### src/hw/cwf_pkg.sv
// Package: register map, field layout and types of the configuration word bank
`default_nettype none
package cwf_pkg;
	localparam int          NREG           = 6;
	localparam int          ADDR_W         = 26;
	// Register indexes; byte address is four times the index
	localparam logic [23:0] IDX_OSC_LOW    = 24'h300002;
	localparam logic [23:0] IDX_WDOG_PS    = 24'h300003;
	localparam logic [23:0] IDX_DEEP_SLEEP = 24'h300004;
	localparam logic [23:0] IDX_PERIPH_OPT = 24'h300005;
	localparam logic [23:0] IDX_FLASH_PROT = 24'h300006;
	localparam logic [23:0] IDX_PROT_DIS   = 24'h300007;
	// Implemented bits of each byte, in index order
	localparam logic [7:0]  MASK_OSC_LOW    = 8'hdf;
	localparam logic [7:0]  MASK_WDOG_PS    = 8'h0f;
	localparam logic [7:0]  MASK_DEEP_SLEEP = 8'hff;
	localparam logic [7:0]  MASK_PERIPH_OPT = 8'h09;
	localparam logic [7:0]  MASK_FLASH_PROT = 8'hff;
	localparam logic [7:0]  MASK_PROT_DIS   = 8'h01;
	localparam logic [7:0]  RESET_BYTE      = 8'hff;
	// Field positions
	localparam int TWO_SPEED_BIT = 7;
	localparam int CLK_MON_BIT   = 6;
	localparam int T1_POWER_BIT  = 4;
	localparam int SEC_FORCE_BIT = 3;
	localparam int OSC_SEL_LSB   = 0;
	localparam int WDOG_PS_LSB   = 0;
	localparam int DSW_PS_LSB    = 4;
	localparam int DSW_EN_BIT    = 3;
	localparam int DS_BOR_BIT    = 2;
	localparam int RTC_REF_BIT   = 1;
	localparam int DSW_CLK_BIT   = 0;
	localparam int ADDR_MASK_BIT = 3;
	localparam int ONE_WAY_BIT   = 0;
	localparam int PROT_CFG_BIT  = 7;
	localparam int PROT_DIR_BIT  = 6;
	localparam int BOUND_LSB     = 0;
	localparam int PROT_DIS_BIT  = 0;
	localparam int BOUND_TOP_BIT = 5;
	localparam int BOUND_NXT_BIT = 4;
	// Flash geometry and variants
	localparam int FLASH_PAGE_BYTES = 1024;
	localparam int FLASH_KB_FULL    = 64;
	localparam int FLASH_KB_32      = 32;
	localparam int FLASH_KB_16      = 16;
	// Timing
	localparam int CLK_PERIOD_NS   = 100;
	localparam int WDOG_BASE_US    = 4000;
	localparam int WDOG_BASE_CYC   = WDOG_BASE_US * 1000 / CLK_PERIOD_NS;
	localparam int DSW_PRESCALE    = 32;
	localparam int DSW_BASE_US     = 1000;
	// Bus answers
	localparam logic [1:0]  RESP_OKAY   = 2'b00;
	localparam logic [1:0]  RESP_SLVERR = 2'b10;
	typedef enum logic [2:0] {
		OSC_INT          = 3'b000,
		OSC_INT_CLOCK_OUT_FN     = 3'b001,
		OSC_INT_PLL      = 3'b010,
		OSC_INT_PLL_CLOCK_OUT_FN = 3'b011,
		OSC_XTAL         = 3'b100,
		OSC_XTAL_PLL     = 3'b101,
		OSC_EXT_CLOCK_OUT_FN     = 3'b110,
		OSC_EXT_PLL_CLOCK_OUT_FN = 3'b111
	} cwf_osc_t;
	typedef enum logic {
		ST_LOAD = 1'b0,
		ST_RUN  = 1'b1
	} cwf_state_t;
	typedef struct packed {
		logic                awvalid;
		logic [ADDR_W-1:0]   awaddr;
		logic                wvalid;
		logic [31:0]         wdata;
		logic [3:0]          wstrb;
		logic                bready;
		logic                arvalid;
		logic [ADDR_W-1:0]   araddr;
		logic                rready;
	} cwf_axi_req_t;
	typedef struct packed {
		logic                awready;
		logic                wready;
		logic                bvalid;
		logic [1:0]          bresp;
		logic                arready;
		logic                rvalid;
		logic [31:0]         rdata;
		logic [1:0]          rresp;
	} cwf_axi_rsp_t;
	typedef struct packed {
		logic [7:0] osc_low;
		logic [7:0] wdog_ps;
		logic [7:0] deep_sleep;
		logic [7:0] periph_opt;
		logic [7:0] flash_prot;
		logic [7:0] prot_dis;
	} cwf_flash_words_t;
	typedef struct packed {
		logic           two_speed_startup_en;
		logic           clock_monitor_en;
		logic           timer1_osc_power_sel;
		logic           secondary_clk_force_sel;
		cwf_osc_t       osc_select;
		logic           ext_clock_sel;
		logic           crystal_sel;
		logic           internal_osc_sel;
		logic           pll_sw_ctrl;
		logic           clock_out_fn;
		logic           osc_in_pin_port;
		logic           osc_out_pin_port;
		logic           deep_sleep_wdog_en;
		logic           deep_sleep_brownout_en;
		logic           rtc_ref_clk_sel;
		logic           deep_sleep_wdog_clk_sel;
		logic           serial_addr_mask_width;
	} cwf_options_t;
endpackage
`default_nettype wire

### src/hw/cwf_top.sv
// Configuration word bank: flash load, write-once registers, AXI4-Lite slave and option decode
`default_nettype none
module cwf_top
	import cwf_pkg::*;
#(
	parameter int FLASH_KB   = FLASH_KB_FULL,
	parameter int WDOG_CYC   = WDOG_BASE_CYC
) (
	input  wire logic             sys_clk,
	input  wire logic             reset,
	input  wire cwf_axi_req_t     axi_req,
	output var  cwf_axi_rsp_t     axi_rsp,
	input  wire cwf_flash_words_t flash_config_words,
	input  wire logic             timer1_osc_en,
	input  wire logic             pin_unlock_done,
	input  wire logic             pin_lock_set_req,
	input  wire logic             pin_lock_clr_req,
	input  wire logic [5:0]       flash_page_query,
	input  wire logic             ds_ref_tick,
	output var  cwf_options_t     options,
	output logic                  secondary_clk_allowed,
	output logic [15:0]           wdog_ratio,
	output logic [31:0]           ds_wdog_ratio,
	output logic                  wdog_base_tick,
	output logic                  ds_base_tick,
	output logic                  pin_select_lock,
	output logic                  pin_map_write_allow,
	output logic                  page_protected,
	output logic                  load_done
);
	localparam logic [23:0] IDX_LAST  = IDX_PROT_DIS;
	localparam logic [7:0]  IMPL_MASK [NREG] = '{MASK_OSC_LOW, MASK_WDOG_PS, MASK_DEEP_SLEEP,
		MASK_PERIPH_OPT, MASK_FLASH_PROT, MASK_PROT_DIS};
	localparam logic [5:0]  CFG_PAGE  = 6'(FLASH_KB * 1024 / FLASH_PAGE_BYTES - 1);
	localparam logic [5:0]  BOUND_MSK = {FLASH_KB != FLASH_KB_32,
		(FLASH_KB != FLASH_KB_32) && (FLASH_KB != FLASH_KB_16), 4'hf};
	localparam logic [15:0] WDOG_LAST = 16'(WDOG_CYC - 1);
	localparam logic [4:0]  DSW_LAST  = 5'(DSW_PRESCALE - 1);

	// Address decode, shared by both channels
	function automatic logic reg_hit(input logic [ADDR_W-1:0] a);
		return (a[1:0] == 2'h0) && (a[ADDR_W-1:2] >= IDX_OSC_LOW) && (a[ADDR_W-1:2] <= IDX_LAST);
	endfunction
	function automatic logic [2:0] reg_idx(input logic [ADDR_W-1:0] a);
		return 3'(a[ADDR_W-1:2] - IDX_OSC_LOW);
	endfunction

	cwf_state_t        state_q;
	logic [7:0]        cfg_q [NREG];
	logic [7:0]        cfg_d [NREG];
	logic [NREG-1:0]   written_q;
	logic [NREG-1:0]   written_d;
	logic              aw_got_q;
	logic              w_got_q;
	logic [ADDR_W-1:0] awaddr_q;
	logic [7:0]        wbyte_q;
	logic              wlane_q;
	logic              lock_q;
	logic              lock_used_q;
	logic [15:0]       wdog_cnt_q;
	logic [4:0]        dsw_cnt_q;
	cwf_axi_rsp_t      rsp_d;

	// Write channel: address and data taken in either order
	wire               run      = (state_q == ST_RUN);
	wire               aw_fire  = axi_req.awvalid & axi_rsp.awready;
	wire               w_fire   = axi_req.wvalid & axi_rsp.wready;
	wire               have_aw  = aw_got_q | aw_fire;
	wire               have_w   = w_got_q | w_fire;
	wire               do_write = have_aw & have_w;
	wire [ADDR_W-1:0]  wr_addr  = aw_fire ? axi_req.awaddr : awaddr_q;
	wire [7:0]         wr_byte  = w_fire ? axi_req.wdata[7:0] : wbyte_q;
	wire               wr_lane  = w_fire ? axi_req.wstrb[0] : wlane_q;
	wire               wr_hit   = reg_hit(wr_addr);
	wire [2:0]         wr_idx   = reg_idx(wr_addr);
	wire               aw_got_d = have_aw & ~do_write;
	wire               w_got_d  = have_w & ~do_write;
	wire               bvalid_d = do_write | (axi_rsp.bvalid & ~axi_req.bready);
	// Read channel: one read in flight
	wire               ar_fire  = axi_req.arvalid & axi_rsp.arready;
	wire               rd_hit   = reg_hit(axi_req.araddr);
	wire [2:0]         rd_idx   = reg_idx(axi_req.araddr);
	wire               rvalid_d = ar_fire | (axi_rsp.rvalid & ~axi_req.rready);

	always_comb begin
		rsp_d         = axi_rsp;
		rsp_d.bvalid  = bvalid_d;
		rsp_d.awready = run & ~aw_got_d & ~bvalid_d;
		rsp_d.wready  = run & ~w_got_d & ~bvalid_d;
		rsp_d.rvalid  = rvalid_d;
		rsp_d.arready = run & ~rvalid_d;
		if (do_write) begin
			rsp_d.bresp = wr_hit ? RESP_OKAY : RESP_SLVERR;
		end
		if (ar_fire) begin
			rsp_d.rdata = rd_hit ? {24'h0, cfg_q[rd_idx]} : 32'h0;
			rsp_d.rresp = rd_hit ? RESP_OKAY : RESP_SLVERR;
		end
	end

	// Per-register next value: load once, then a single accepted write; later writes are dropped
	generate
		for (genvar i = 0; i < NREG; i++) begin : g_reg
			wire [7:0] flash_byte = flash_config_words[8*(NREG-1-i) +: 8];
			wire       wr_this    = run & do_write & wr_hit & wr_lane & (wr_idx == 3'(i)) & ~written_q[i];
			assign cfg_d[i]     = ~run ? (flash_byte & IMPL_MASK[i]) :
				wr_this ? (wr_byte & IMPL_MASK[i]) : cfg_q[i];
			assign written_d[i] = written_q[i] | wr_this;
			always_ff @(posedge sys_clk) begin
				if (reset) begin
					cfg_q[i] <= RESET_BYTE & IMPL_MASK[i];
				end else begin
					cfg_q[i] <= cfg_d[i];
				end
			end
		end
	endgenerate

	// Bus state and the load sequencer; the bank leaves load after one edge
	always_ff @(posedge sys_clk) begin
		if (reset) begin
			state_q   <= ST_LOAD;
			written_q <= '0;
			aw_got_q  <= 1'b0;
			w_got_q   <= 1'b0;
			awaddr_q  <= '0;
			wbyte_q   <= 8'h0;
			wlane_q   <= 1'b0;
			axi_rsp   <= '0;
			load_done <= 1'b0;
		end else begin
			state_q   <= ST_RUN;
			written_q <= written_d;
			aw_got_q  <= aw_got_d;
			w_got_q   <= w_got_d;
			awaddr_q  <= aw_fire ? axi_req.awaddr : awaddr_q;
			wbyte_q   <= w_fire ? axi_req.wdata[7:0] : wbyte_q;
			wlane_q   <= w_fire ? axi_req.wstrb[0] : wlane_q;
			axi_rsp   <= rsp_d;
			load_done <= run;
		end
	end

	// Option fields, named from the bank
	wire [7:0]  osc_b   = cfg_q[0];
	wire [7:0]  ds_b    = cfg_q[2];
	wire [2:0]  osc_sel = osc_b[OSC_SEL_LSB +: 3];
	wire [3:0]  wdog_ps = cfg_q[1][WDOG_PS_LSB +: 4];
	wire [3:0]  dsw_ps  = ds_b[DSW_PS_LSB +: 4];
	wire        one_way = cfg_q[3][ONE_WAY_BIT];
	wire [7:0]  prot_b  = cfg_q[4];
	wire        prot_off = cfg_q[5][PROT_DIS_BIT];
	cwf_options_t opt_d;

	// Oscillator decode: crystal codes use both pins; odd codes other than OSC_XTAL_PLL and both external codes drive clock out
	always_comb begin
		opt_d                         = '0;
		opt_d.two_speed_startup_en    = osc_b[TWO_SPEED_BIT];
		opt_d.clock_monitor_en        = osc_b[CLK_MON_BIT];
		opt_d.timer1_osc_power_sel    = osc_b[T1_POWER_BIT];
		opt_d.secondary_clk_force_sel = osc_b[SEC_FORCE_BIT];
		opt_d.osc_select              = cwf_osc_t'(osc_sel);
		opt_d.ext_clock_sel           = (osc_sel == OSC_EXT_CLOCK_OUT_FN) || (osc_sel == OSC_EXT_PLL_CLOCK_OUT_FN);
		opt_d.crystal_sel             = (osc_sel == OSC_XTAL) || (osc_sel == OSC_XTAL_PLL);
		opt_d.internal_osc_sel        = ~osc_sel[2];
		opt_d.pll_sw_ctrl             = (osc_sel == OSC_EXT_PLL_CLOCK_OUT_FN) || (osc_sel == OSC_XTAL_PLL) ||
			(osc_sel == OSC_INT_PLL_CLOCK_OUT_FN) || (osc_sel == OSC_INT_PLL);
		opt_d.clock_out_fn            = (osc_sel[0] & (osc_sel != OSC_XTAL_PLL)) |
			(osc_sel == OSC_EXT_CLOCK_OUT_FN);
		opt_d.osc_in_pin_port         = ~osc_sel[2];
		opt_d.osc_out_pin_port        = ~osc_sel[2] & ~osc_sel[0];
		opt_d.deep_sleep_wdog_en      = ds_b[DSW_EN_BIT];
		opt_d.deep_sleep_brownout_en  = ds_b[DS_BOR_BIT];
		opt_d.rtc_ref_clk_sel         = ds_b[RTC_REF_BIT];
		opt_d.deep_sleep_wdog_clk_sel = ds_b[DSW_CLK_BIT];
		opt_d.serial_addr_mask_width  = cfg_q[3][ADDR_MASK_BIT];
	end

	// Pin-select lock: one-way mode refuses a clear and a second set
	wire lock_set_ok = pin_unlock_done & pin_lock_set_req & ~(one_way & lock_used_q);
	wire lock_clr_ok = pin_unlock_done & pin_lock_clr_req & ~one_way;
	wire lock_d      = lock_set_ok | (lock_q & ~lock_clr_ok);

	// Flash protection; boundary bits 5 and 4 read as zero here on 32 KB parts, only bit 4 on 16 KB parts
	wire [5:0] bound    = prot_b[BOUND_LSB +: 6] & BOUND_MSK;
	wire       cfg_hit  = (flash_page_query == CFG_PAGE) & ~prot_b[PROT_CFG_BIT];
	wire       reg_prot = prot_b[PROT_DIR_BIT] ? (flash_page_query >= bound) : (flash_page_query <= bound);
	wire       prot_d   = ~prot_off & (cfg_hit | reg_prot);

	// Timebases: watchdog base counted in sys_clk cycles, deep-sleep prescale of reference ticks
	wire wdog_wrap = (wdog_cnt_q == WDOG_LAST);
	wire dsw_wrap  = ds_ref_tick & (dsw_cnt_q == DSW_LAST);

	always_ff @(posedge sys_clk) begin
		if (reset) begin
			options               <= '0;
			secondary_clk_allowed <= 1'b0;
			wdog_ratio            <= 16'h0;
			ds_wdog_ratio         <= 32'h0;
			lock_q                <= 1'b0;
			lock_used_q           <= 1'b0;
			pin_select_lock       <= 1'b0;
			pin_map_write_allow   <= 1'b0;
			page_protected        <= 1'b0;
			wdog_cnt_q            <= 16'h0;
			dsw_cnt_q             <= 5'h0;
			wdog_base_tick        <= 1'b0;
			ds_base_tick          <= 1'b0;
		end else begin
			options               <= opt_d;
			secondary_clk_allowed <= osc_b[SEC_FORCE_BIT] | timer1_osc_en;
			wdog_ratio            <= 16'h1 << wdog_ps;
			ds_wdog_ratio         <= 32'h2 << {dsw_ps, 1'b0};
			lock_q                <= lock_d;
			lock_used_q           <= lock_used_q | lock_set_ok;
			pin_select_lock       <= lock_d;
			pin_map_write_allow   <= ~lock_d;
			page_protected        <= prot_d;
			wdog_cnt_q            <= wdog_wrap ? 16'h0 : wdog_cnt_q + 16'h1;
			dsw_cnt_q             <= ds_ref_tick ? (dsw_wrap ? 5'h0 : dsw_cnt_q + 5'h1) : dsw_cnt_q;
			wdog_base_tick        <= wdog_wrap;
			ds_base_tick          <= dsw_wrap;
		end
	end
endmodule // cwf_top
`default_nettype wire

### config.mk
export PLATFORM = sky130hd
export DESIGN_NAME = cwf_top
export DESIGN_NICKNAME = d
export VERILOG_FILES = /design/src/hw/cwf_pkg.sv /design/src/hw/cwf_top.sv
export SDC_FILE = /design/constraint.sdc
export NUM_CORES = 1
export LEC_CHECK = 0
export BUFFER_PORTS_ARGS = -buffer_cell sky130_fd_sc_hd__buf_2
export CAP_MARGIN = 10
export CORE_MARGIN = 3
export CORE_UTILIZATION = 44
export DETAILED_ROUTE_END_ITERATION = 8
export PLACE_DENSITY = 0.78
export SLEW_MARGIN = 25
export SYNTH_ARGS = -nofsm -noshare
export SYNTH_HDL_FRONTEND = slang
export SYNTH_SLANG_ARGS = --single-unit
### constraint.sdc
create_clock -name sys_clk -period 2.5 [get_ports sys_clk]
set_input_delay 0.5 -clock sys_clk [delete_from_list [all_inputs] [get_ports sys_clk]]
set_output_delay 0.5 -clock sys_clk [all_outputs]
set_load 0.01 [all_outputs]
==> results_dict.tcl, run 1 <==
set metrics [dict create \
    grt_usage_pct 20.5 \
    final_worst_path_cycle_share_pct 94.3 \
    post_cts.resized_instances 0 \
    crit_path_start_kind "register" \
    pin_count_of_the_biggest_net_entering_global_routing 52 \
    cts_root_buf "sky130_fd_sc_hd__clkbuf_16" \
    fin_cells 1205 \
    storage_cell_area_sq_um 3360 \
    wire_length_of_the_first_global_routing_pass_um 28900 \
    drt_total_wl_um 18100 \
    vias_per_cell 5.09 \
    tritoncts "done" \
    yosysSeqAreaShare_pct 48.1 \
    timing.fmax_mhz 424 \
    yosys_register_bits 168 \
    netlist.top_cell.by_area "sky130_fd_sc_hd__dfxtp_1" \
    power_density_nw_per_um2 717 \
    die_width_um 132 \
    crit_path_cell_trace "nor4_1 > nand3_1 > a2111oi_4 > buf_4 > nor3b_1 > buf_4 > mux2i_1 > a211o_1" \
    endpoint_kind "register" \
    cp.buffers_inverters 2 \
    floorplan.io_pins 269 \
    initialDrtViolationCount 311 \
    dp_cells 1173 \
    via_count_of_the_first_global_routing_pass 5739 \
    die_h_um 132 \
    final_hold_slack_ns 0.283 \
    synth_cell_type_count 54 \
    fin_worst_skew_ns 0.0123 \
    via_count 6139 \
    most_frequent_cp_cell "sky130_fd_sc_hd__buf_4" \
    result_of_the_run "finished, final reports clean" \
    asyncSetResetFlopFracSynth_pct 0 \
    slew_headroom_pct 62.8 \
    ctsHtreeMaxLevel 4 \
    routability_congestion 0.878 \
    crit_path_max_fanout 8 \
    synth_area_per_cell_sq_um 8.75 \
    detailedRoute.firstPassIterationCount 5 \
    multi_input_area_sq_um 3250 \
    hold_buffers 0 \
    yosys_most_used_dff "sky130_fd_sc_hd__dfxtp_1" \
    globalRouteOverflowTotal 0 \
    n_fill_cell 1435 \
    die-area_sq_um 17400 \
    antenna_violations_before_repair 0 \
    worst_slack_ns 0.142 \
    route.detailed.wl_per_inst_um 15.1 \
    post_route_utilization_pct 56.3 \
    synthMostInstantiatedCell "sky130_fd_sc_hd__dfxtp_1" \
    num-nets-final 1144 \
    worst-setup-path-type "reg2reg" \
    clk_pin_slew_worst_paths_ns 0.07 \
    ir_drop_uv 537 \
    cts-buffers-inserted 17 \
    worst-slew-pin-transition_ns 0.555 \
    timing.reg2reg.setup_slack_ns 0.14 \
    clkLatencyLatePin_ns 0.42 \
    dpl_worst_slack_ns -0.162 \
    post-dp-hpwl_um 13800 \
    drt_drc_violations_left 0 \
    synthDominantCellAreaShare_pct 48.1 \
    core_region_area_sq_um 15400 \
    timing.hold.worst.class "in2reg" \
    antenna_left 0 \
    tns_ns 0 \
    rows 45 \
    synth_common_cells "168 x sky130_fd_sc_hd__dfxtp_1, 89 x sky130_fd_sc_hd__nor2_1, 86 x sky130_fd_sc_hd__nand2_1, 69 x sky130_fd_sc_hd__a21oi_1, 43 x sky130_fd_sc_hd__buf_4" \
    cellLeakagePower_uw 0.00383 \
    synth-warning-count 0 \
    cts.sinks 168 \
    post-cts-setup-buffer-count 0 \
    synthToLayoutAreaGrowth_pct 23.7 \
    insertedDiodeCount 0 \
    finalMaxSlewViolations 0 \
    initial_core_util_pct 45.5 \
    required_ns 2.82 \
    data_arrival_time_at_the_worst_slack_endpoint_ns 2.68 \
    report.final.hold_viol_count 0 \
    synth_area_sq_um 6990 \
    setup_viol_count_final 0 \
    netlist_instances 799 \
    synth_edf_count 0 \
    synthTopCellsByArea "sky130_fd_sc_hd__dfxtp_1 48%, sky130_fd_sc_hd__a21oi_1 4.9%, sky130_fd_sc_hd__nor2_1 4.8%" \
    placement.io_buffers 181 \
    cpMaxStageDelayCell "sky130_fd_sc_hd__a2111oi_4" \
    grt_setup_unrepaired "false" \
    cpPeakStageDelay_ns 0.43 \
    timing.final.crit_period_ns 2.36 \
    drive_above_1_share_pct 24.8 \
    maxCapViolations 0 \
    critPathTopFamily "simple AND/OR/NAND/NOR gates" \
    cts_max_path_buffers 2 \
]
## state kept, by name, summed over array words and instances, names as in the netlist
name                   cells
run                        1
wdog_ratio                16
awaddr_q                  26
wbyte_q                    8
lock_q                     1
written_q                  6
ds_wdog_ratio             16
page_protected             1
wdog_cnt_q                16
dsw_cnt_q                  5
pin_map_write_allow        1
load_done                  1
lock_used_q                1
aw_got_q                   1
cfg_q                     30
wlane_q                    1
axi_rsp                   15
w_got_q                    1
wdog_base_tick             1
secondary_clk_allowed      1
options                   18
ds_base_tick               1
## worst reg2reg max path: stages, from the launching register on
cell	delay, ns
sky130_fd_sc_hd__dfxtp_1	0.32
sky130_fd_sc_hd__nor4_1	0.31
sky130_fd_sc_hd__nand3_1	0.20
sky130_fd_sc_hd__a2111oi_4	0.44
sky130_fd_sc_hd__buf_4	0.19
sky130_fd_sc_hd__nor3b_1	0.20
sky130_fd_sc_hd__buf_4	0.23
sky130_fd_sc_hd__mux2i_1	0.09
sky130_fd_sc_hd__a211o_1	0.27
## power breakdown
group,switching (uW),internal (uW)
Combinational,328,241
Clock,1100,1670
Sequential,80.6,2780
## final timing paths
check / from / end / cells after the start
max: awaddr_q[11]$_SDFF_PP0_ / cfg_q[4][7]$_SDFFE_PP1P_ / 8
min: flash_config_words[9] / cfg_q[4][1]$_SDFFE_PP1P_ / 2
max reg2reg: awaddr_q[11]$_SDFF_PP0_ / cfg_q[4][7]$_SDFFE_PP1P_ / 8
min reg2reg: awaddr_q[12]$_SDFF_PP0_ / awaddr_q[12]$_SDFF_PP0_ / 2
## cells in the final DEF (no fill, tap or decap), types with 7 or more instances in the layout
| cell type | instances |
|---|---|
| sky130_fd_sc_hd__ha_1 | 9 |
| sky130_fd_sc_hd__o21ai_0 | 13 |
| sky130_fd_sc_hd__clkbuf_16 | 17 |
| sky130_fd_sc_hd__conb_1 | 42 |
| sky130_fd_sc_hd__inv_1 | 14 |
| sky130_fd_sc_hd__nor2b_1 | 18 |
| sky130_fd_sc_hd__dfxtp_1 | 168 |
| sky130_fd_sc_hd__nand2b_1 | 21 |
| sky130_fd_sc_hd__o211ai_1 | 30 |
| sky130_fd_sc_hd__nand2_1 | 86 |
| sky130_fd_sc_hd__nor2_1 | 89 |
| sky130_fd_sc_hd__or3_1 | 9 |
| sky130_fd_sc_hd__buf_2 | 180 |
| sky130_fd_sc_hd__a21oi_1 | 69 |
| sky130_fd_sc_hd__nand4_1 | 13 |
| sky130_fd_sc_hd__nor3_1 | 22 |
| sky130_fd_sc_hd__and3_1 | 11 |
| sky130_fd_sc_hd__xor2_1 | 9 |
| sky130_fd_sc_hd__nand3_1 | 31 |
| sky130_fd_sc_hd__a2bb2oi_1 | 8 |
| sky130_fd_sc_hd__a211o_1 | 7 |
| sky130_fd_sc_hd__mux2i_1 | 25 |
| sky130_fd_sc_hd__nor4_1 | 10 |
| sky130_fd_sc_hd__buf_4 | 25 |
## cell families after synthesis
kind of cell	Yosys count	synth area share [%]
other	1	0.0536
adders and majority gates	9	1.61
and+or+nand+nor	334	23.5
muxes	26	3.74
AOI/OAI and AO/OA	148	13.4
DFF	168	48.1
buffers and inverters	98	7.64
xor gates and xnor gates	15	1.88
## area by class of cell
class,instances,share of cell area (%)
clock inverters,12,1.88
clock buffers,20,5.40
multi-input cells,574,37.5
inverters,15,0.651
well taps,211,3.05
repair buffers,205,12.6
flip-flops and latches,168,38.9
## metal layers
metal,vias to the layer above,wire [um],global-route usage (%)
met5,-,0,0
met4,0,297,7.53
met3,24,1360,5.04
met2,240,8840,34.4
met1,2814,7640,25.7
li1,3061,-,-
## metrics by stage
| step | total power, uW | area, sq um |
|---|---|---|
| 2_1_floorplan | 3290 | 7140 |
| 3_3_place_gp | 3470 | 8020 |
| 3_5_place_dp | 3490 | 8020 |
| 4_1_cts | 6250 | 8650 |
| 5_1_grt | 6450 | 8650 |
| 6_report | 6200 | 8650 |
No activity file was read; power rests on OpenSTA's default activity.
==> run 2, diff against run 1 <==
Clock period 2.5 ns to 2 ns, I/O delays scaled along.
==> results_dict.tcl, run 2 (synthesized netlist as in run 1, its figures left out) <==
set metrics [dict create \
    result_of_the_run "finished with violations" \
    violations "setup timing" \
    crit_path_cell_trace "nor4_4 > nand3_2 > a2111oi_4 > buf_4 > nor3b_4 > buf_6 > mux2i_1 > a211o_1" \
    placement.io_buffers 181 \
    place_area_sq_um 8210 \
    finalInstanceArea_sq_um 8980 \
    power_density_nw_per_um2 892 \
    detailedRoute.firstPassIterationCount 5 \
    maxCapViolations 0 \
    setup.worst_path.start "awaddr_q[25]$_SDFF_PP0_" \
    wire_length_of_the_first_global_routing_pass_um 29200 \
    reg_top3 "cfg_q: 30 flops, awaddr_q: 26 flops, options: 18 flops" \
    globalRouteOverflowTotal 0 \
    required_ns 2.32 \
    grt_usage_pct 20.8 \
    fin_worst_skew_ns 0.0104 \
    antenna_violations_before_repair 1 \
    rows 45 \
    drt_drc_violations_left 0 \
    crit_path_start_kind "register" \
    grt_setup_unrepaired "true" \
    setup_viol_count_final 30 \
    floorplan.io_pins 269 \
    cp.buffers_inverters 2 \
    top_register "cfg_q" \
    dp_cells 1195 \
    tritoncts "done" \
    total_power_uw 8000 \
    layout_common_cells "180 x sky130_fd_sc_hd__buf_2, 166 x sky130_fd_sc_hd__dfxtp_1, 89 x sky130_fd_sc_hd__nor2_1" \
    fin_cells 1231 \
    via_count_of_the_first_global_routing_pass 5838 \
    finalMaxSlewViolations 0 \
    worst-path-stages 8 \
    layout_commonest_cell "sky130_fd_sc_hd__buf_2" \
    initialDrtViolationCount 350 \
    clk_pin_slew_worst_paths_ns 0.07 \
    via_count 6252 \
    core_region_area_sq_um 15400 \
    synthToLayoutAreaGrowth_pct 28.4 \
    drive_above_1_share_pct 27.9 \
    timing.hold.worst.class "in2reg" \
    largest_reg_flops 30 \
    vias_per_cell 5.08 \
    die_width_um 132 \
    post-dp-hpwl_um 14100 \
    worstReg2RegStart "awaddr_q[25]$_SDFF_PP0_" \
    final_worst_path_cycle_share_pct 107 \
    routability_congestion 0.915 \
    cpMaxStageDelayCell "sky130_fd_sc_hd__a2111oi_4" \
    clkLatencyLatePin_ns 0.42 \
    cellLeakagePower_uw 0.00405 \
    cts_root_buf "sky130_fd_sc_hd__clkbuf_16" \
    die_h_um 132 \
    cts.sinks 168 \
    antenna_left 0 \
    regToRegEndpoint "cfg_q[4][2]$_SDFFE_PP1P_" \
    whs_path_depth 2 \
    cpPeakStageDelay_ns 0.44 \
    num-nets-final 1170 \
    report.final.hold_viol_count 0 \
    drt_total_wl_um 18800 \
    critPathTopFamily "compound AO/OA/AOI/OAI gates" \
    worst_slack_ns -0.140 \
    post_route_utilization_pct 58.4 \
    worstSetupEndpoint "cfg_q[4][2]$_SDFFE_PP1P_" \
    crit_path_max_fanout 8 \
    ctsHtreeMaxLevel 4 \
    timing.fmax_mhz 467 \
    ff2ff_path_depth 8 \
    pin_count_of_the_biggest_net_entering_global_routing 40 \
    timing.reg2reg.setup_slack_ns -0.14 \
    final_hold_slack_ns 0.178 \
    initial_core_util_pct 45.5 \
    timing.final.crit_period_ns 2.14 \
    worst-setup-path-type "reg2reg" \
    ir_drop_uv 682 \
    route.detailed.wl_per_inst_um 15.3 \
    die-area_sq_um 17400 \
    data_arrival_time_at_the_worst_slack_endpoint_ns 2.46 \
    cts_max_path_buffers 2 \
    cts-buffers-inserted 17 \
    endpoint_kind "register" \
    insertedDiodeCount 0 \
]
[run 2: metal layers]
layer	up-vias	part of all wire, %	wire [um]	track usage (%)
li1	3104	-	-	-
met1	2859	41	7750	24.4
met2	255	50	9460	36.8
met3	32	6.9	1310	6.15
met4	2	1.6	308	6.07
met5	-	0.069	13	0
[run 2: worst register-to-register path: cells and delay by family, from the launching register on]
kind	cells	cell delay [ns]
compound gates	2	0.66
buf+inv	2	0.36
flops	1	0.33
mux	1	0.10
simple gates	3	0.58
[run 2: cell type report]
class | instances | area [sq um]
clock buffer | 17 | 425
clock inverter | 15 | 238
fill | 1350 | 6390
inverter | 15 | 56.3
multi-input combinational | 574 | 3330
sequential | 168 | 3370
tap | 211 | 264
timing repair buffer | 231 | 1300
[run 2: worst min path at each step]
stage                                   startpoint                   endpoint  slack (ns)
final                       flash_config_words[10]   cfg_q[4][2]$_SDFFE_PP1P_        0.18
after global routing        flash_config_words[10]   cfg_q[4][2]$_SDFFE_PP1P_        0.17
after CTS                   flash_config_words[10]   cfg_q[4][2]$_SDFFE_PP1P_        0.17
after detailed placement   axi_rsp[7]$_SDFFE_PP0P_    axi_rsp[7]$_SDFFE_PP0P_        0.45
after global placement     awaddr_q[22]$_SDFF_PP0_    awaddr_q[22]$_SDFF_PP0_        0.44
after floorplan           cfg_q[5][0]$_SDFFE_PP1P_  page_protected$_SDFF_PP0_        0.42
[run 2: where the power goes]
group          internal (uW)  switching, uW
registers               3480            105
clock network           2250           1410
logic                    333            426
[run 2: through the flow]
stage	setup TNS (ns)	setup WS, ns
2_1_floorplan	-1.36	-0.172
3_3_place_gp	-8.79	-0.349
3_5_place_dp	-9.91	-0.386
4_1_cts	-2.09	-0.125
5_1_grt	-6.67	-0.268
6_report	-2.84	-0.140
[run 2: what timing repair did]
action / CTS / global route
setup buffers: 2 / 3
setup endpoints to repair: 30 / 31
resized for setup: 8 / 8
hold buffers: 0 / 0
pin swaps: 4 / 10
